File: src/hdl/mb_query_regs.vh
// Constants for the query command interpreter: block offsets, codes, limits, timing
`ifndef MB_QUERY_REGS_VH
`define MB_QUERY_REGS_VH
// Word offsets inside the command block
`define OFF_ERROR_WORD 4'h0
`define OFF_COMMAND_CODE 4'h1
`define OFF_CONNECTION 4'h2
`define OFF_COMMAND_FLAG 4'h3
`define OFF_SLAVE_ADDRESS 4'h4
`define OFF_FUNCTION_CODE 4'h5
`define OFF_QUERY_POINTER 4'h6
`define OFF_QUERY_LENGTH 4'h7
`define OFF_RESPONSE_POINTER 4'h8
`define OFF_RESPONSE_RESERVE 4'h9
`define OFF_TIMEOUT_SECONDS 4'ha
// Command codes
`define CMD_RTU_QUERY 16'h2801
`define CMD_ASCII_QUERY 16'h2901
// Field limits
`define SLAVE_ADDRESS_MAX 16'h00f7
`define FUNCTION_CODE_MAX 16'h007f
`define FC_FORCE_COILS 8'h0f
`define FC_PRESET_REGS 8'h10
`define EXCEPTION_BIT 8'h80
`define BYTE_COUNT_BYTE_INDEX 16'h0004
`define RESPONSE_OVERHEAD_BYTES 16'h0004
// Error codes written to the error word
`define ERR_TIMEOUT 16'h289d
`define ERR_BAD_COMMAND 16'h2890
`define ERR_BAD_SLAVE 16'h2891
`define ERR_BAD_FUNCTION 16'h2892
`define ERR_RESPONSE_SIZE 16'h2893
`define ERR_FUNCTION_MISMATCH 16'h2894
// Timing
`define CORE_CLK_HZ 250000000
`define DEFAULT_TIMEOUT_SECONDS 16'h0009
`define INFINITE_TIMEOUT_ABOVE 16'h03e7
`endif

File: src/hdl/mb_query_master.v
// Query command interpreter: reads a command block, sends a query, stores the answer
`include "mb_query_regs.vh"
module mb_query_master #(
  parameter TICKS_PER_SECOND = `CORE_CLK_HZ,
  parameter FIFO_DEPTH = 16
) (
  input wire I_CORE_CLK,
  input wire I_RST,
  input wire i_CMD_START,
  input wire [15:0] i_CMD_BASE,
  output reg o_BUSY,
  output reg o_DONE,
  output reg o_MEM_RD,
  output reg o_MEM_WR,
  output reg [15:0] o_MEM_ADDR,
  output reg [15:0] o_MEM_WDATA,
  input wire [15:0] i_MEM_RDATA,
  output reg o_TX_ASCII,
  output wire o_TX_VALID,
  input wire i_TX_READY,
  output wire [7:0] o_TX_DATA,
  output wire o_TX_LAST,
  input wire i_RX_VALID,
  output wire o_RX_READY,
  input wire [7:0] i_RX_DATA,
  input wire i_RX_LAST
);

  ////////////////////////////////////////////////////////////////////////////////
  // States
  localparam ST_IDLE = 4'h0; // Waiting for a start
  localparam ST_FETCH = 4'h1; // Issue read of a block word
  localparam ST_FWAIT = 4'h2; // Capture the block word
  localparam ST_CHECK = 4'h3; // Validate fields
  localparam ST_HDR = 4'h4; // Push slave address and function code
  localparam ST_QREAD = 4'h5; // Issue read of a query data word
  localparam ST_QWAIT = 4'h6; // Capture the query data word
  localparam ST_QPUSH = 4'h7; // Push query data bytes
  localparam ST_RESP = 4'h8; // Take response bytes
  localparam ST_COUNT = 4'h9; // Store response byte count
  localparam ST_ERROR = 4'ha; // Write error word
  localparam ST_FINISH = 4'hb; // Release busy

  ////////////////////////////////////////////////////////////////////////////////
  // Sequencer registers and command block copies
  reg [3:0] state; // Current state
  reg [3:0] fetch_index; // Block word being read
  reg [15:0] base; // Command block location
  reg [15:0] command_code_word; // Query kind
  reg [15:0] slave_address_word; // Target slave
  reg [15:0] function_code_word; // Query function
  reg [15:0] query_data_pointer; // Query data location
  reg [15:0] query_data_length; // Query data bytes
  reg [15:0] response_pointer; // Response location
  reg [15:0] response_reserve_size; // Bytes host reserved
  reg [15:0] command_timeout_seconds; // Seconds allowed
  reg [15:0] byte_index; // Query byte or response data byte
  reg [15:0] data_word; // Query word being split
  reg [7:0] held_byte; // Even response byte awaiting its partner
  reg [15:0] error_code; // Code to write
  reg hdr_second; // Function code is next header byte
  reg rx_first; // Next response byte is the function code
  reg [31:0] tick_count; // Cycles within the current second
  reg [15:0] second_count; // Seconds elapsed

  wire fifo_ready; // Room in the transmit FIFO
  reg push_valid; // Byte offered to the FIFO
  reg [7:0] push_byte; // Byte offered
  reg push_last; // Final byte of the query

  wire broadcast = (slave_address_word == 16'h0000);
  wire special_fc = (function_code_word[7:0] == `FC_FORCE_COILS) ||
                    (function_code_word[7:0] == `FC_PRESET_REGS);
  wire [15:0] timeout_limit = (command_timeout_seconds == 16'h0000) ?
                              `DEFAULT_TIMEOUT_SECONDS : command_timeout_seconds;
  wire timeout_armed = !broadcast &&
                       (command_timeout_seconds <= `INFINITE_TIMEOUT_ABOVE);
  wire timed_out = timeout_armed && (second_count >= timeout_limit);
  wire sending = (state == ST_HDR) || (state == ST_QREAD) ||
                 (state == ST_QWAIT) || (state == ST_QPUSH);

  ////////////////////////////////////////////////////////////////////////////////
  // Helpers

  // True when a byte index is the last query byte
  function last_of;
    input [15:0] idx;
    input [15:0] len;
    begin
      last_of = (idx + 16'h0001 == len);
    end
  endfunction

  // True when the high byte of this query word is to be left out
  function skip_high;
    input [15:0] idx;
    input special;
    begin
      skip_high = special && (idx == `BYTE_COUNT_BYTE_INDEX);
    end
  endfunction

  ////////////////////////////////////////////////////////////////////////////////
  // Byte offered to the FIFO; the FIFO ready stalls the state machine
  always @* begin
    push_valid = 1'b0;
    push_byte = 8'h00;
    push_last = 1'b0;
    if (state == ST_HDR) begin
      // Slave address first, function code second
      push_valid = 1'b1;
      push_byte = hdr_second ? function_code_word[7:0] : slave_address_word[7:0];
      push_last = hdr_second && (query_data_length == 16'h0000);
    end else if (state == ST_QPUSH) begin
      // High byte at even index, low byte at odd index
      push_valid = 1'b1;
      push_byte = byte_index[0] ? data_word[7:0] : data_word[15:8];
      push_last = last_of(byte_index, query_data_length);
    end
  end

  assign o_RX_READY = (state == ST_RESP);

  ////////////////////////////////////////////////////////////////////////////////
  // Transmit buffer toward the framing logic
  mb_byte_fifo #(
    .WIDTH(9),
    .DEPTH(FIFO_DEPTH),
    .AW(4)
  ) u_tx_fifo (
    .i_clk(I_CORE_CLK),
    .i_rst(I_RST),
    .i_in_valid(push_valid),
    .o_in_ready(fifo_ready),
    .i_in_data({push_last, push_byte}),
    .o_out_valid(o_TX_VALID),
    .i_out_ready(i_TX_READY),
    .o_out_data({o_TX_LAST, o_TX_DATA})
  );

  ////////////////////////////////////////////////////////////////////////////////
  // Command timer: whole seconds since fetch ended, cleared when idle
  always @(posedge I_CORE_CLK) begin
    if (I_RST || state == ST_IDLE || state == ST_FETCH || state == ST_FWAIT) begin
      tick_count <= 32'h00000000;
      second_count <= 16'h0000;
    end else if (tick_count == TICKS_PER_SECOND - 1) begin
      tick_count <= 32'h00000000;
      // Saturate so an unlimited command never wraps into a false expiry
      if (second_count != 16'hffff) begin
        second_count <= second_count + 16'h0001;
      end
    end else begin
      tick_count <= tick_count + 32'h00000001;
    end
  end

  ////////////////////////////////////////////////////////////////////////////////
  // Main sequencer
  always @(posedge I_CORE_CLK) begin
    if (I_RST) begin
      state <= ST_IDLE;
      fetch_index <= 4'h0;
      base <= 16'h0000;
      command_code_word <= 16'h0000;
      slave_address_word <= 16'h0000;
      function_code_word <= 16'h0000;
      query_data_pointer <= 16'h0000;
      query_data_length <= 16'h0000;
      response_pointer <= 16'h0000;
      response_reserve_size <= 16'h0000;
      command_timeout_seconds <= 16'h0000;
      byte_index <= 16'h0000;
      data_word <= 16'h0000;
      held_byte <= 8'h00;
      error_code <= 16'h0000;
      hdr_second <= 1'b0;
      rx_first <= 1'b0;
      o_BUSY <= 1'b0;
      o_DONE <= 1'b0;
      o_MEM_RD <= 1'b0;
      o_MEM_WR <= 1'b0;
      o_MEM_ADDR <= 16'h0000;
      o_MEM_WDATA <= 16'h0000;
      o_TX_ASCII <= 1'b0;
    end else begin
      // Strobes default low
      o_MEM_RD <= 1'b0;
      o_MEM_WR <= 1'b0;
      o_DONE <= 1'b0;
      if (timed_out && (sending || state == ST_RESP)) begin
        // Time limit overrides any sending or response step in progress
        error_code <= `ERR_TIMEOUT;
        state <= ST_ERROR;
      end else begin
        case (state)
          ST_IDLE: begin
            // Starts while busy are ignored: only this state looks
            if (i_CMD_START) begin
              base <= i_CMD_BASE;
              o_BUSY <= 1'b1;
              fetch_index <= `OFF_COMMAND_CODE;
              state <= ST_FETCH;
            end
          end
          ST_FETCH: begin
            // Flag and connection words are read but not acted on
            o_MEM_RD <= 1'b1;
            o_MEM_ADDR <= base + {12'h000, fetch_index};
            state <= ST_FWAIT;
          end
          ST_FWAIT: begin
            case (fetch_index)
              `OFF_COMMAND_CODE: command_code_word <= i_MEM_RDATA;
              `OFF_SLAVE_ADDRESS: slave_address_word <= i_MEM_RDATA;
              `OFF_FUNCTION_CODE: function_code_word <= i_MEM_RDATA;
              `OFF_QUERY_POINTER: query_data_pointer <= i_MEM_RDATA;
              `OFF_QUERY_LENGTH: query_data_length <= i_MEM_RDATA;
              `OFF_RESPONSE_POINTER: response_pointer <= i_MEM_RDATA;
              `OFF_RESPONSE_RESERVE: response_reserve_size <= i_MEM_RDATA;
              `OFF_TIMEOUT_SECONDS: command_timeout_seconds <= i_MEM_RDATA;
              default: data_word <= data_word;
            endcase
            if (fetch_index == `OFF_TIMEOUT_SECONDS) begin
              state <= ST_CHECK;
            end else begin
              fetch_index <= fetch_index + 4'h1;
              state <= ST_FETCH;
            end
          end
          ST_CHECK: begin
            // Field validation before anything goes on the line
            hdr_second <= 1'b0;
            byte_index <= 16'h0000;
            o_TX_ASCII <= (command_code_word == `CMD_ASCII_QUERY);
            if (command_code_word != `CMD_RTU_QUERY &&
                command_code_word != `CMD_ASCII_QUERY) begin
              error_code <= `ERR_BAD_COMMAND;
              state <= ST_ERROR;
            end else if (slave_address_word > `SLAVE_ADDRESS_MAX) begin
              error_code <= `ERR_BAD_SLAVE;
              state <= ST_ERROR;
            end else if (function_code_word == 16'h0000 ||
                         function_code_word > `FUNCTION_CODE_MAX) begin
              error_code <= `ERR_BAD_FUNCTION;
              state <= ST_ERROR;
            end else begin
              state <= ST_HDR;
            end
          end
          ST_HDR: begin
            // Address zero goes out unchanged as the broadcast address
            if (fifo_ready) begin
              hdr_second <= 1'b1;
              if (hdr_second) begin
                state <= (query_data_length == 16'h0000) ?
                         (broadcast ? ST_FINISH : ST_RESP) : ST_QREAD;
                rx_first <= 1'b1;
              end
            end
          end
          ST_QREAD: begin
            // One word read serves two bytes
            o_MEM_RD <= 1'b1;
            o_MEM_ADDR <= query_data_pointer + {1'b0, byte_index[15:1]};
            state <= ST_QWAIT;
          end
          ST_QWAIT: begin
            data_word <= i_MEM_RDATA;
            if (skip_high(byte_index, special_fc)) begin
              byte_index <= byte_index + 16'h0001;
            end
            state <= ST_QPUSH;
          end
          ST_QPUSH: begin
            if (fifo_ready) begin
              byte_index <= byte_index + 16'h0001;
              if (last_of(byte_index, query_data_length)) begin
                // Broadcasts expect no answer and end here
                state <= broadcast ? ST_FINISH : ST_RESP;
                rx_first <= 1'b1;
                byte_index <= 16'h0000;
              end else if (byte_index[0]) begin
                state <= ST_QREAD;
              end
            end
          end
          ST_RESP: begin
            if (i_RX_VALID) begin
              if (rx_first) begin
                rx_first <= 1'b0;
                if (i_RX_DATA != function_code_word[7:0] &&
                    i_RX_DATA != (function_code_word[7:0] | `EXCEPTION_BIT)) begin
                  error_code <= `ERR_FUNCTION_MISMATCH;
                  state <= ST_ERROR;
                end else if (response_reserve_size < `RESPONSE_OVERHEAD_BYTES) begin
                  error_code <= `ERR_RESPONSE_SIZE;
                  state <= ST_ERROR;
                end else begin
                  // Exception replies are stored like any other
                  o_MEM_WR <= 1'b1;
                  o_MEM_ADDR <= response_pointer;
                  o_MEM_WDATA <= {8'h00, i_RX_DATA};
                  if (i_RX_LAST) begin
                    state <= ST_COUNT;
                  end
                end
              end else if (byte_index + 16'h0001 + `RESPONSE_OVERHEAD_BYTES >
                           response_reserve_size) begin
                // Nothing past the reserve is touched
                error_code <= `ERR_RESPONSE_SIZE;
                state <= ST_ERROR;
              end else begin
                byte_index <= byte_index + 16'h0001;
                held_byte <= i_RX_DATA;
                if (byte_index[0] || i_RX_LAST) begin
                  // Pack data after the function code and count words
                  o_MEM_WR <= 1'b1;
                  o_MEM_ADDR <= response_pointer + 16'h0002 +
                                {1'b0, byte_index[15:1]};
                  o_MEM_WDATA <= byte_index[0] ? {held_byte, i_RX_DATA} :
                                 {i_RX_DATA, 8'h00};
                end
                if (i_RX_LAST) begin
                  state <= ST_COUNT;
                end
              end
            end
          end
          ST_COUNT: begin
            // Byte count word follows the function code word
            o_MEM_WR <= 1'b1;
            o_MEM_ADDR <= response_pointer + 16'h0001;
            o_MEM_WDATA <= byte_index;
            state <= ST_FINISH;
          end
          ST_ERROR: begin
            o_MEM_WR <= 1'b1;
            o_MEM_ADDR <= base + {12'h000, `OFF_ERROR_WORD};
            o_MEM_WDATA <= error_code;
            state <= ST_FINISH;
          end
          ST_FINISH: begin
            // Busy drops only after the last memory write is out
            o_BUSY <= 1'b0;
            o_DONE <= 1'b1;
            state <= ST_IDLE;
          end
          default: begin
            state <= ST_IDLE;
          end
        endcase
      end
    end
  end
endmodule // mb_query_master

File: src/hdl/mb_byte_fifo.v
// Synchronous valid/ready FIFO held in flip-flops
module mb_byte_fifo #(
  parameter WIDTH = 9,
  parameter DEPTH = 16,
  parameter AW = 4
) (
  input wire i_clk,
  input wire i_rst,
  input wire i_in_valid,
  output wire o_in_ready,
  input wire [WIDTH-1:0] i_in_data,
  output wire o_out_valid,
  input wire i_out_ready,
  output wire [WIDTH-1:0] o_out_data
);
  reg [WIDTH-1:0] mem [0:DEPTH-1]; // Storage words
  reg [AW-1:0] wr_ptr; // Next slot to fill
  reg [AW-1:0] rd_ptr; // Oldest slot
  reg [AW:0] count; // Words held
  wire push = i_in_valid && o_in_ready;
  wire pop = o_out_valid && i_out_ready;

  assign o_in_ready = (count != DEPTH[AW:0]);
  assign o_out_valid = (count != {(AW+1){1'b0}});
  assign o_out_data = mem[rd_ptr];

  // Pointer and occupancy update; depth must be a power of two
  always @(posedge i_clk) begin
    if (i_rst) begin
      wr_ptr <= {AW{1'b0}};
      rd_ptr <= {AW{1'b0}};
      count <= {(AW+1){1'b0}};
    end else begin
      if (push) begin
        mem[wr_ptr] <= i_in_data;
        wr_ptr <= wr_ptr + 1'b1;
      end
      if (pop) begin
        rd_ptr <= rd_ptr + 1'b1;
      end
      if (push && !pop) begin
        count <= count + 1'b1;
      end else if (pop && !push) begin
        count <= count - 1'b1;
      end
    end
  end
endmodule // mb_byte_fifo

File: config.mk
export PLATFORM = sky130hd
export DESIGN_NAME = mb_query_master
export DESIGN_NICKNAME = d
export VERILOG_FILES = /design/src/hdl/mb_query_master.v /design/src/hdl/mb_byte_fifo.v
export VERILOG_INCLUDE_DIRS = /design/src /design/src/hdl
export SDC_FILE = /design/constraint.sdc
export NUM_CORES = 1
export LEC_CHECK = 0
export BUFFER_PORTS_ARGS = -buffer_cell sky130_fd_sc_hd__buf_2
export CORE_MARGIN = 3
export CORE_UTILIZATION = 46
export DETAILED_ROUTE_END_ITERATION = 10
export PLACE_DENSITY = 0.61
export SYNTH_ARGS = -nofsm -noshare
export SYNTH_HDL_FRONTEND = slang
export SYNTH_SLANG_ARGS = --single-unit
File: constraint.sdc
create_clock -name I_CORE_CLK -period 6.02 [get_ports I_CORE_CLK]
set_input_delay 0.602 -clock I_CORE_CLK [delete_from_list [all_inputs] [get_ports I_CORE_CLK]]
set_output_delay 0.602 -clock I_CORE_CLK [all_outputs]
set_load 0.01 [all_outputs]
Word level (Yosys, flattened, before mapping)
Memories as Yosys holds them, arrays and structs flattened. A register that Yosys moved wholly into a read port is not among the register bits.
Cells that the tools add are included.
Widths: inputs -> output; s select.
Word-level totals
  bits of input ports: 46
  memory bits (writable): 144
  output and inout bits: 48
  memories kept: 1
  word-level logic and storage cells: 270
  register bits after elaboration: 308
Cells by class
  equality and inequality tests: 58
  bitwise operators: 3
  reduce and logical (&&, ||, !) cells: 68
  muxes and demuxes: 89
  $add $sub $neg: 14
  magnitude comparators: 6
Memories
  u_tx_fifo.mem: depth 16, bits a word 9, read ports 1, clocked after Yosys merged registers in 1, wr ports 1, line mb_byte_fifo.v:16  | reg [WIDTH-1:0] mem [0:DEPTH-1];
Operator list (number)
  $mux 16: 28
  $mux 4: 20
  $pmux 16 s5: 1
  $logic_not 16->1: 4
  $pmux 16 s4: 1
  $add 16x1->16 const B: 3
  $pmux 16 s3: 1
  $pmux 4 s10: 1
  $reduce_and 3->1: 11
  $add 16x15->16: 2
  $add 32x1->32 const B: 1
  $eq 32x28->1 const B: 1
  $eq 4x3->1 const B: 8
  $mux 8: 4
  $ne 16x14->1 const B: 2
  $pmux 16 s2: 1
  $eq 4x4->1 const B: 7
  $reduce_and 7->1: 4
  $mux 1: 22
  $add 16x2->16 const B: 1
  $add 16x3->16 const B: 1
  $add 16x4->16: 1
  $eq 16x14->1 const B: 1
  $eq 16x16->1: 1
  46 further kinds: 111

Logic depth before layout (Yosys ltp)
Gate-level depths: netlist of run 1.
  depth in word-level cells: 8
  mapped depth: 22
  gate-level depth less buffers: 20

Modules after synthesis
From an unflattened synthesis of run 1, not the netlist that was laid out.
Unflattened totals
  cells, all modules: 2471
  area, all modules: 22745.6 um2
By module, submodules not included
  mb_query_master: area each 16359.4 um2, instances 1, sequential area each 5685.5 um2, cells each 2142
  mb_byte_fifo: area each 6386.1 um2, instances 1, sequential area each 4664.5 um2, cells each 329

Worst setup path after synthesis of run 1
OpenSTA, ideal clock, no wires.
  path type: reg-to-reg
  from: reg byte_index[2]
  to: reg byte_index[11]
  setup time: 74 ps
  slack: 1495 ps
  clock period less this slack: 4525 ps
  cell stages (with the launch flop): 23
  required time: 5946 ps
  arrival: 4451 ps
  path buffers: 3
  cell sequence: dfxtp_1 -> buf_4 -> and4_1 -> buf_2 -> nand2_1 -> nor3b_1 -> a31oi_1 -> nor3_1 -> nand2_1 -> or4_1 -> nor3_1 -> xnor2_1 -> ha_1 -> nor3_1 -> nand2_1 -> o32ai_1 -> a21oi_1 -> o21ai_0 -> nand4_1 -> a311oi_4 -> buf_6 -> nand3_1 -> a31oi_1
On the way
  word-level cells in the longest chain between the ends: 5
  elaborated cells on any way between the ends: 16
  classes of those cells: add/sub (2); order compare (1); eq/ne (4); mux (7); reduce/logical (2)
Ends and longest elaborated chain
  from (decl): line mb_query_master.v:57  | reg [15:0] byte_index;
  from (signal assigned): line mb_query_master.v:271  | byte_index <= byte_index + 16'h0001;
  from (signal assigned): line mb_query_master.v:277  | byte_index <= byte_index + 16'h0001;
  from (signal assigned): line mb_query_master.v:314  | byte_index <= byte_index + 16'h0001;
  $add 16x1->16
  $add 16x3->16 (no source line) (tied with other cells)
  $gt 16x16->1 (tied with other cells): line mb_query_master.v:308  | end else if (byte_index + 16'h0001 + `RESPONSE_OVERHEAD_BYTES >
  $ne 2x2->1 (no source line) (tied with other cells)
  $reduce_and 7->1 (no source line) / $pmux 16 s4 (equally long branches)
Several ways; a longest one is shown, not always the timed one. The select of a mux whose other input is x is not followed.
A chain may end at the register's enable or synchronous reset.

Worst setup path after layout of run 1
  from: reg byte_index[0]
  to: reg byte_index[9]
Same word-level chain as after synthesis.

==> results of run 1 <==
==> kinds of logic (layout without fill, tap and decap cells) <==
logic type	Yosys count	after routing	share of synthesized area [%]
xor gates and xnor gates	136	136	5.24
buffers and inverters	217	301	3.77
adders and majority gates	103	103	5.80
muxes	109	109	7.27
and+or+nand+nor	939	939	18.9
DFF	445	445	45.5
AOI/OAI and AO/OA	490	490	13.5
==> cell usage in the layout (no fill, tap or decap), drive strengths merged, types with 7 or more instances in the layout <==
master	netlist	final
o2111ai	7	7
and2	11	11
ha	99	99
mux4	45	45
dfxtp	301	301
mux2i	64	64
clkbuf	112	69
o211ai	11	11
nand3	70	70
and4	10	10
nor2	225	225
nor4	38	38
o21ai	71	71
a31oi	22	22
nor3	52	52
nand4	35	35
edfxtp	144	144
inv	74	76
a22oi	9	9
nand2	400	400
a2111oi	9	9
o21a	8	8
a221oi	14	14
a222oi	7	7
xor2	72	72
buf	29	133
or3	9	9
or2	8	8
clkinv	2	19
xnor2	64	64
nand2b	13	13
a21oi	226	226
and3	20	20
o22ai	11	11
nor2b	20	20
a21o	17	17
a211oi	24	24
nor3b	9	9
==> routing by layer <==
metal / routed length [um] / track usage (%) / share of wire [%] / vias up
li1: - / - / - / 8845
met2: 33000 / 43.6 / 48 / 592
met1: 29500 / 33.6 / 43 / 9022
met4: 2420 / 8.88 / 3.5 / 0
met3: 3640 / 3.56 / 5.3 / 138
met5: 0 / 0 / 0 / -
==> final timing paths <==
kind / cells past startpoint / endpoint / slack, ns
max: 18 / byte_index[9] / 0.73
min: 3 / base[6] / 0.24
max reg2reg: 18 / byte_index[9] / 0.73
min reg2reg: 1 / tick_count[0] / 0.44
==> worst max-delay path, cell delays in order, from the launching register on <==
cell and delay, ns:
dfxtp_1 0.40, ha_1 0.37, nand4_4 0.23, nor3_4 0.30, xor2_1 0.35, nand2_1 0.13
or4_1 0.53, nor3_1 0.23, xnor2_1 0.10, ha_1 0.31, nand4_1 0.13, nor4_1 0.32
a21oi_1 0.21, o21ai_0 0.25, nand4_1 0.30, a311oi_4 0.34, buf_4 0.33, a41oi_1 0.17
a31oi_1 0.16
==> power breakdown <==
| group | internal (mW) | switching (mW) |
|---|---|---|
| clock network | 1.71 | 1.27 |
| logic | 0.382 | 0.566 |
| registers | 3.16 | 0.0958 |
| total | 5.25 | 1.94 |
==> through the flow <==
step                setup WS [ns]  util (%)  instance area (um^2)
finish                      0.731      52.6                 25400
global route                0.334      52.6                 25400
CTS                         0.782      52.6                 25400
detailed placement          0.808      49.3                 23800
global placement            0.884      49.3                 23800
floorplan                    1.49         -                 22700
==> final cells by class <==
class / count / area, um^2 / share of cell area (%)
Clock inverter: 23 / 255 / 1.01
Inverter: 76 / 285 / 1.12
Sequential cell: 445 / 10400 / 40.8
Multi-Input combinational cell: 1777 / 11500 / 45.5
Tap cell: 656 / 821 / 3.23
Clock buffer: 69 / 1350 / 5.32
Timing Repair Buffer: 133 / 785 / 3.09
==> flow_summary_export.csv, run 1 <==
group,metric,value,unit
synth,syn_area,22700,um^2
pwr,p_total,7.19,mW
min_path,hold_class,"in -> reg",
detailed_routing,num_vias,18600,
worst_setup_path,path_max_fanout,26,
synth,synth_edf_count,144,
grt,grt_pass1_vias,17600,
clock_tree,ctsResizeCount,0,
synth,synth_top_area_cell,"dfxtp_1",
cells_and_area,instances_no_fill,3179,
timing,slew_headroom,11.3,%
clock_tree,path_clk_slew,0.06,ns
detailed_routing,vias_per_cell,5.85,
placement,post-dp-hpwl,47.8,mm
timing,tightest_slew,1.33,ns
cells_and_area,fillers,4416,
pwr,power.density,283,nW/um^2
synth,synth-main-ff-cell,"dfxtp_1",
pwr,irDropWorstVdd,0.000227,V
synth,ys_ff_latch,445,
synth,yosysMostFrequentCell,"nand2_1",
job,cap_violations,0,
cells_and_area,top_register,"u_tx_fifo.mem",
cells_and_area,antenna-diode-count,0,
clock_tree,cts_buffers,49,
min_path,worstHoldStart,"i_CMD_BASE[6]",
worst_setup_path,worstPathArrival,5.79,ns
cells_and_area,largest_reg_flops,144,
clock_tree,cts.sinks,445,
grt,grt_pass1_wl,105,mm
grt,grt_max_degree,178,
status,status,"completed",
floorplanning,die_width,228,um
clock_tree,clock_latency,0.61,ns
timing,rsz0062_at_grt,"false",
synth,synth-seq-area-share,45.5,%
floorplanning,num_rows,80,
detailed_routing,wl_per_cell,21.6,um
pwr,p_leak,9.26,nW
timing,skew,0.0288,ns
synth,netlist-cell-type-count,81,
timing,fmax,189,MHz
cells_and_area,nets,2631,
timing,final_max_slew_viol_count,0,
timing,setup_tns,0,ns
synth,yosys-top-cells-area,"dfxtp_1 26%, edfxtp_1 19%, nand2_1 6.6%",
synth,synth.top_cell.area_share,26.5,%
cells_and_area,top_regs,"u_tx_fifo.mem: 144 flops, tick_count: 32 flops",
worst_setup_path,cp-startpoint,"byte_index[0]",
worst_setup_path,required,6.53,ns
synth,synth_warnings,0,
grt,grt_antenna_before_repair,0,
clock_tree,cts_max_path_buffers,3,
grt,gr-usage-all-layers,25.6,%
synth,syn-num-nets,2588,
synth,synth_common_cells,"400 x nand2_1, 301 x dfxtp_1, 225 x a21oi_1, 225 x nor2_1, 144 x edfxtp_1",
floorplanning,io_pins,94,
clock_tree,hold_buffers,0,
timing,min_period_over_period,87.8,%
detailed_routing,routed_wirelength,68.5,mm
floorplanning,start_util,47.1,%
worst_setup_path,r2r-start,"byte_index[0]",
timing,finalCriticalPeriod,5.29,ns
floorplanning,fp.coreArea,48200,um^2
detailed_routing,drt_first_pass_iters,6,
detailed_routing,antenna_left,0,
clock_tree,cts_tree,"yes",
worst_setup_path,start_kind,"flop",
placement,place.gp.congestion,0.940,
worst_setup_path,crit_path_end_kind,"flop",
clock_tree,root_buffer,"clkbuf_16",
floorplanning,die_area,52100,um^2
floorplanning,die_h,228,um
placement,place_inst,3086,
timing,finalSetupViolCount,0,
cells_and_area,drive_gt1_share,11.1,%
synth,async_flop_share,0,%
clock_tree,post_cts_buffers,0,
synth,synthCells,2439,
timing,hold_viol_final,0,
detailed_routing,drc,0,
cells_and_area,area_delta_synth_final,11.7,%
placement,portBuffers,93,
detailed_routing,drt-initial-drc-count,1745,
worst_setup_path,criticalPathCategory,"reg -> reg",
timing,holdWs,0.240,ns
synth,avgSynthCellArea,9.32,um^2
grt,grt-ovfl-total,0,
clock_tree,htreeDepth,2,
(Power assumes the default switching activity.)
==> inputs of run 2 (changes only) <==
--- a/config.mk
+++ b/config.mk
@@ -6,11 +6,12 @@
 export SDC_FILE = /design/constraint.sdc
 export NUM_CORES = 1
 export LEC_CHECK = 0
-export BUFFER_PORTS_ARGS = -buffer_cell sky130_fd_sc_hd__buf_2
 export CORE_MARGIN = 3
 export CORE_UTILIZATION = 46
 export DETAILED_ROUTE_END_ITERATION = 10
-export PLACE_DENSITY = 0.61
+export DONT_BUFFER_PORTS = 1
+export PLACE_DENSITY = 0.6
 export SYNTH_ARGS = -nofsm -noshare
 export SYNTH_HDL_FRONTEND = slang
+export SYNTH_HIERARCHICAL = 1
 export SYNTH_SLANG_ARGS = --single-unit
==> constraint.sdc (replaced) <==
create_clock -name I_CORE_CLK -period 5.13 [get_ports I_CORE_CLK]
set_input_delay 0.513 -clock I_CORE_CLK [delete_from_list [all_inputs] [get_ports I_CORE_CLK]]
set_output_delay 0.513 -clock I_CORE_CLK [all_outputs]
set_load 0.01 [all_outputs]
==> run 2 against run 1 <==
Final cell count fell by 1.5%; combinational power down 38%; global-route usage up 0.10 points; clock power is 21% higher; first-iteration DRC count shrank 4.1%; synthesized area barely moved; non-clock buffer count fell by 75; critical path depth rose by 2; critical path type unchanged; largest cell class unchanged.
==> flow_summary_export.csv, run 2 <==
group,metric,value,unit
status,status,"completed",
timing,min_period_over_period,94.1,%
synth,syn_area,22700,um^2
cells_and_area,layout_commonest_cell,"nand2_1",
clock_tree,path_clk_slew,0.06,ns
synth,synth_common_cells,"446 x nand2_1, 301 x dfxtp_1, 259 x a21oi_1",
grt,grt_max_degree,179,
synth,synth-seq-area-share,45.5,%
placement,place.gp.congestion,0.947,
worst_setup_path,crit_path_cell_trace,"ha_1 > and4_1 > buf_4 > nand2_1 > xnor2_1 > or3_1 > nor3_2 > nand3b_1 > a21oi_1 > xor2_1 > ha_1 > nand4_1 > or4_1 > o31ai_1 > buf_4 > o211ai_1 > buf_4 > or3_1 > mux2_2 > nor2_1",
worst_setup_path,criticalPathCategory,"reg -> reg",
clock_tree,cts.sinks,445,
cells_and_area,fin_util,52.0,%
grt,grt-ovfl-total,0,
worst_setup_path,cp_slowest_cell,"or4_1",
clock_tree,cts_buffers,49,
floorplanning,die_width,228,um
synth,async_flop_share,0,%
cells_and_area,seqCellArea,10400,um^2
detailed_routing,num_vias,18400,
grt,gr-usage-all-layers,25.7,%
timing,slew_headroom,5.95,%
cells_and_area,nets,2583,
synth,synth.top_cell.area_share,26.5,%
floorplanning,fp.coreArea,48200,um^2
worst_setup_path,cp.depth,20,
floorplanning,num_rows,80,
pwr,power.density,319,nW/um^2
clock_tree,cts_tree,"yes",
pwr,irDropWorstVdd,0.000249,V
timing,rsz0062_at_grt,"false",
cells_and_area,multiInputGateArea,11500,um^2
synth,synth_top_area_cell,"dfxtp_1",
cells_and_area,top_register,"u_tx_fifo/mem",
cells_and_area,antenna-diode-count,0,
clock_tree,root_buffer,"clkbuf_16",
synth,netlist-cell-type-count,95,
grt,grt_pass1_vias,18000,
placement,post-dp-hpwl,47.7,mm
timing,finalSetupViolCount,0,
floorplanning,die_area,52200,um^2
timing,final_max_slew_viol_count,0,
cells_and_area,fillers,4493,
timing,finalCriticalPeriod,4.83,ns
synth,synthCells,2471,
detailed_routing,antenna_left,0,
grt,grt_antenna_before_repair,0,
worst_setup_path,required,5.68,ns
min_path,hold_depth,2,
cells_and_area,drive_gt1_share,8.36,%
placement,portBuffers,0,
pwr,p_leak,9.04,nW
timing,skew,0.0295,ns
worst_setup_path,path_max_fanout,8,
min_path,hold_class,"in -> reg",
worst_setup_path,worst-path-buf-inv,3,
floorplanning,die_h,228,um
cells_and_area,area_delta_synth_final,10.4,%
detailed_routing,drt-initial-drc-count,1674,
synth,yosys-top-cells-area,"dfxtp_1 26%, edfxtp_1 19%, nand2_1 7.4%",
clock_tree,clock_latency,0.61,ns
worst_setup_path,start_kind,"flop",
floorplanning,start_util,47.1,%
job,cap_violations,0,
synth,syn-num-nets,2620,
cells_and_area,final_cell_mix,"446 x nand2_1, 300 x dfxtp_1, 258 x a21oi_1",
timing,setup_tns,0,ns
synth,synth_edf_count,144,
detailed_routing,vias_per_cell,5.88,
synth,synth-main-ff-cell,"dfxtp_1",
cells_and_area,largest_reg_flops,144,
worst_setup_path,path_delay_family,"simple AND/OR/NAND/NOR gates",
timing,fmax,207,MHz
clock_tree,htreeDepth,2,
timing,hold_viol_final,0,
synth,synth_warnings,6,
detailed_routing,drt_first_pass_iters,5,
detailed_routing,routed_wirelength,68.1,mm
synth,yosysMostFrequentCell,"nand2_1",
clock_tree,cts_max_path_buffers,3,
worst_setup_path,critPathMaxStageDelay,0.58,ns
timing,tightest_slew,1.41,ns
detailed_routing,wl_per_cell,21.7,um
worst_setup_path,cpMostUsedCell,"buf_4",
worst_setup_path,crit_path_end_kind,"flop",
cells_and_area,top_regs,"u_tx_fifo/mem: 144 flops, tick_count: 32 flops",
floorplanning,io_pins,94,
worst_setup_path,worstPathArrival,5.38,ns
synth,avgSynthCellArea,9.21,um^2
grt,grt_pass1_wl,106,mm
synth,ys_ff_latch,445,
worst_setup_path,r2r_cells,20,
detailed_routing,drc,0,
[run 2: cell types whose count changed after synthesis, sizes merged, moves of 11 or more]
cell / delta
a22oi: +15
a211oi: +13
nor3: -11
nor2: -27
nand2: +46
mux2i: -18
and3: +25
a21oi: +33
[run 2: timing repair]
action / 4_1_cts / 5_1_grt
setup buffers: 0 / 1
hold endpoints to repair: 56 / 0
gates resized for setup: 0 / 3
hold buffers: 2 / 0
setup endpoints to repair: 0 / 55
[run 2: final timing paths]
| kind | start | to | slack (ns) |
|---|---|---|---|
| setup reg to reg | byte_index[1] | byte_index[0] | 0.30 |
| hold reg to reg | command_code_word[6] | command_code_word[6] | 0.45 |
| setup / recovery | byte_index[1] | byte_index[0] | 0.30 |
| hold / removal | i_CMD_BASE[8] | base[8] | 0.04 |
[run 2: area by class of cell]
cell class,instances,area share [%]
Sequential cell,445,41.2
Inverter,66,0.987
Timing Repair Buffer,58,1.87
Clock buffer,63,5.41
Clock inverter,29,1.30
Tap cell,656,3.27
Multi-Input combinational cell,1814,45.9
[run 2: worst reg2reg max path, delay by kind of cell, from the launching register on]
kind	cells	cell delay (ns)
multiplexers	1	0.29
adder cells (fa/ha/maj)	2	0.54
XOR/XNOR	2	0.28
AO/OA/AOI/OAI	3	0.38
buffers and inverters	3	0.56
AND/OR/NAND/NOR	9	2.32
flip-flops	1	0.39
[run 2: routing by layer]
| layer | up-vias | part of all wire (%) | global-route usage (%) |
|---|---|---|---|
| met5 | - | 0 | 0 |
| met4 | 0 | 4.6 | 11.0 |
| met3 | 172 | 7.1 | 5.12 |
| met2 | 623 | 47 | 42.0 |
| met1 | 8849 | 42 | 33.4 |
| li1 | 8767 | - | - |
[run 2: through the flow]
| step | cells | worst slack, ns | power, mW | cell area (um^2) | hold WS (ns) |
|---|---|---|---|---|---|
| 3_5_place_dp | 3036 | 0.184 | 4.44 | 23400 | 0.440 |
| 4_1_cts | 3130 | 0.143 | 8.09 | 25100 | 0.00135 |
| 5_1_grt | 3131 | 0.0429 | 8.30 | 25100 | 0.0184 |
| 6_report | 3131 | 0.301 | 8.01 | 25100 | 0.0397 |
| 3_3_place_gp | 3036 | 0.251 | 4.44 | 23400 | 0.439 |
| 2_1_floorplan | 2471 | 0.501 | 4.33 | 22700 | 0.431 |
[run 2: logic make-up after synthesis]
family / Yosys count / share of synthesized area, %
AO/OA/AOI/OAI: 547 / 14.8
adder cells (fa/ha/maj): 103 / 5.80
buffers and inverters: 212 / 3.89
XOR/XNOR: 121 / 4.69
flip-flops: 445 / 45.5
AND/OR/NAND/NOR: 958 / 19.5
multiplexers: 85 / 5.74
[run 2: report_power, final]
group | switching [mW] | leakage (nW) | internal (mW)
Combinational | 0.328 | 4.23 | 0.260
Clock | 1.49 | 0.818 | 2.14
Sequential | 0.119 | 3.99 | 3.67
==> inputs of run 3 (changes only) <==
--- a/config.mk
+++ b/config.mk
@@ -10,7 +10,7 @@
 export CORE_UTILIZATION = 46
 export DETAILED_ROUTE_END_ITERATION = 10
 export DONT_BUFFER_PORTS = 1
-export PLACE_DENSITY = 0.6
+export PLACE_DENSITY = 0.7
 export SYNTH_ARGS = -nofsm -noshare
 export SYNTH_HDL_FRONTEND = slang
 export SYNTH_HIERARCHICAL = 1
==> run 3 against run 2 <==
Fmax up 1.6%; clock skew up 0.00065 ns; non-clock buffer count down 7; sequential share of layout area up 0.11 points; critical path depth down 1; cell area down 0.26%; clock-buffer cell count down 6.
==> flow_summary_export.csv, run 3 (synthesis gave the netlist of run 2 again) <==
group,metric,value,unit
status,status,"completed",
cells_and_area,nets,2574,
pwr,p_leak,9.02,nW
clock_tree,cts.sinks,445,
worst_setup_path,start_kind,"flop",
detailed_routing,drt_first_pass_iters,5,
placement,place.gp.congestion,0.957,
grt,grt_pass1_wl,104,mm
grt,grt_antenna_before_repair,1,
pwr,p_switching,1.92,mW
grt,gr-usage-all-layers,25.2,%
timing,tightest_slew,1.20,ns
timing,skew,0.0302,ns
placement,post-dp-hpwl,47.5,mm
clock_tree,cts_buffers,47,
worst_setup_path,cp_slowest_cell,"o31ai_1",
pwr,netSwitchingFraction,24.0,%
worst_setup_path,critPathMaxStageDelay,0.56,ns
timing,setup_tns,0,ns
floorplanning,start_util,47.1,%
floorplanning,fp.coreArea,48200,um^2
detailed_routing,num_vias,18700,
worst_setup_path,r2r_slack,0.38,ns
worst_setup_path,worst-path-buf-inv,0,
clock_tree,path_clk_slew,0.06,ns
clock_tree,cts_tree,"yes",
detailed_routing,antenna_left,0,
floorplanning,num_rows,80,
timing,slew_headroom,20.2,%
clock_tree,cts_max_path_buffers,3,
pwr,p_total,8.00,mW
cells_and_area,layout_commonest_cell,"nand2_1",
clock_tree,clock_latency,0.61,ns
detailed_routing,routed_wirelength,67.5,mm
cells_and_area,top_regs,"u_tx_fifo/mem: 144 flops, tick_count: 32 flops",
job,cap_violations,0,
worst_setup_path,required,5.65,ns
clock_tree,root_buffer,"clkbuf_16",
grt,grt_max_degree,191,
grt,grt_pass1_vias,17900,
pwr,irDropWorstVdd,0.000229,V
cells_and_area,drive_gt1_share,8.40,%
worst_setup_path,worstPathArrival,5.28,ns
pwr,p_int,6.08,mW
cells_and_area,area_delta_synth_final,10.1,%
timing,fmax,210,MHz
timing,rsz0062_at_grt,"false",
cells_and_area,antenna-diode-count,0,
worst_setup_path,crit_path_end_kind,"flop",
worst_setup_path,path_max_fanout,5,
timing,finalSetupViolCount,0,
placement,portBuffers,0,
cells_and_area,final_cell_mix,"446 x nand2_1, 299 x dfxtp_1, 257 x a21oi_1",
min_path,hold_class,"in -> reg",
worst_setup_path,criticalPathCategory,"reg -> reg",
cells_and_area,largest_reg_flops,144,
detailed_routing,drt-initial-drc-count,1873,
timing,min_period_over_period,92.6,%
pwr,power.density,319,nW/um^2
floorplanning,die_area,52200,um^2
worst_setup_path,crit_path_cell_trace,"ha_1 > and4_2 > xnor2_1 > o22ai_2 > nand3_1 > or3_1 > nor3_2 > nand3b_1 > a21oi_2 > xor2_1 > ha_1 > nand4_1 > nor2_1 > o2bb2ai_1 > o31ai_1 > o211ai_1 > or3_1 > mux2_2 > nor2_1",
pwr,pwr-share-seq,47.6,%
timing,hold_viol_final,0,
clock_tree,htreeDepth,2,
timing,finalCriticalPeriod,4.75,ns
grt,grt-ovfl-total,0,
floorplanning,die_h,228,um
floorplanning,die_width,228,um
pwr,power_frac_comb,7.1,%
worst_setup_path,path_delay_family,"simple AND/OR/NAND/NOR gates",
timing,final_max_slew_viol_count,0,
pwr,power_frac_clock,45.3,%
detailed_routing,drc,0,
floorplanning,io_pins,94,
detailed_routing,vias_per_cell,5.98,
cells_and_area,top_register,"u_tx_fifo/mem",
detailed_routing,wl_per_cell,21.6,um
## run 3: final timing paths
| check | depth (start not counted) | start | to |
|---|---|---|---|
| setup / recovery | 19 | byte_index[0] | byte_index[0] |
| hold / removal | 2 | i_MEM_RDATA[0] | command_code_word[0] |
| setup reg to reg | 19 | byte_index[0] | byte_index[0] |
| hold reg to reg | 2 | command_code_word[2] | command_code_word[2] |
## run 3: timing repair
| action | CTS | global route |
|---|---|---|
| hold endpoints to repair | 21 | 0 |
| endpoints found under the setup margin | 0 | 56 |
| buffers inserted | 0 | 0 |
| resized for setup | 0 | 9 |
| hold buffers | 3 | 0 |
## run 3: layout make-up
class | count | area, um^2
Clock inverter | 31 | 379
Clock buffer | 57 | 1280
Fill cell | 4420 | 23200
Tap cell | 656 | 821
Inverter | 66 | 248
Sequential cell | 445 | 10400
Multi-Input combinational cell | 1814 | 11500
Timing Repair Buffer | 51 | 415
## run 3: metal layers
layer | share of wire [%] | track usage, % | vias to the layer above
li1 | - | - | 8755
met1 | 40 | 30.9 | 8970
met2 | 48 | 42.3 | 737
met3 | 6.8 | 3.93 | 194
met4 | 5.8 | 14.2 | 2
met5 | 0.030 | 0 | -
## run 3: power by group through the flow
stage	Combinational, mW	Clock [mW]	Sequential (mW)
floorplan	0.541	0	3.79
global placement	0.546	0	3.88
detailed placement	0.558	0	3.88
CTS	0.570	3.68	3.81
global route	0.622	3.82	3.82
finish	0.570	3.62	3.81
## run 3: metrics by stage
stage / setup slack, ns / hold WS, ns / std cells / utilization [%] / cell area, um^2
2_1_floorplan: 0.501 / 0.431 / 2471 / - / 22700
3_3_place_gp: 0.349 / 0.437 / 3029 / 48.3 / 23300
3_5_place_dp: 0.177 / 0.445 / 3029 / 48.3 / 23300
4_1_cts: 0.156 / 0.00628 / 3120 / 51.8 / 25000
5_1_grt: 0.0538 / 0.0259 / 3120 / 51.9 / 25000
6_report: 0.378 / 0.0373 / 3120 / 51.9 / 25000
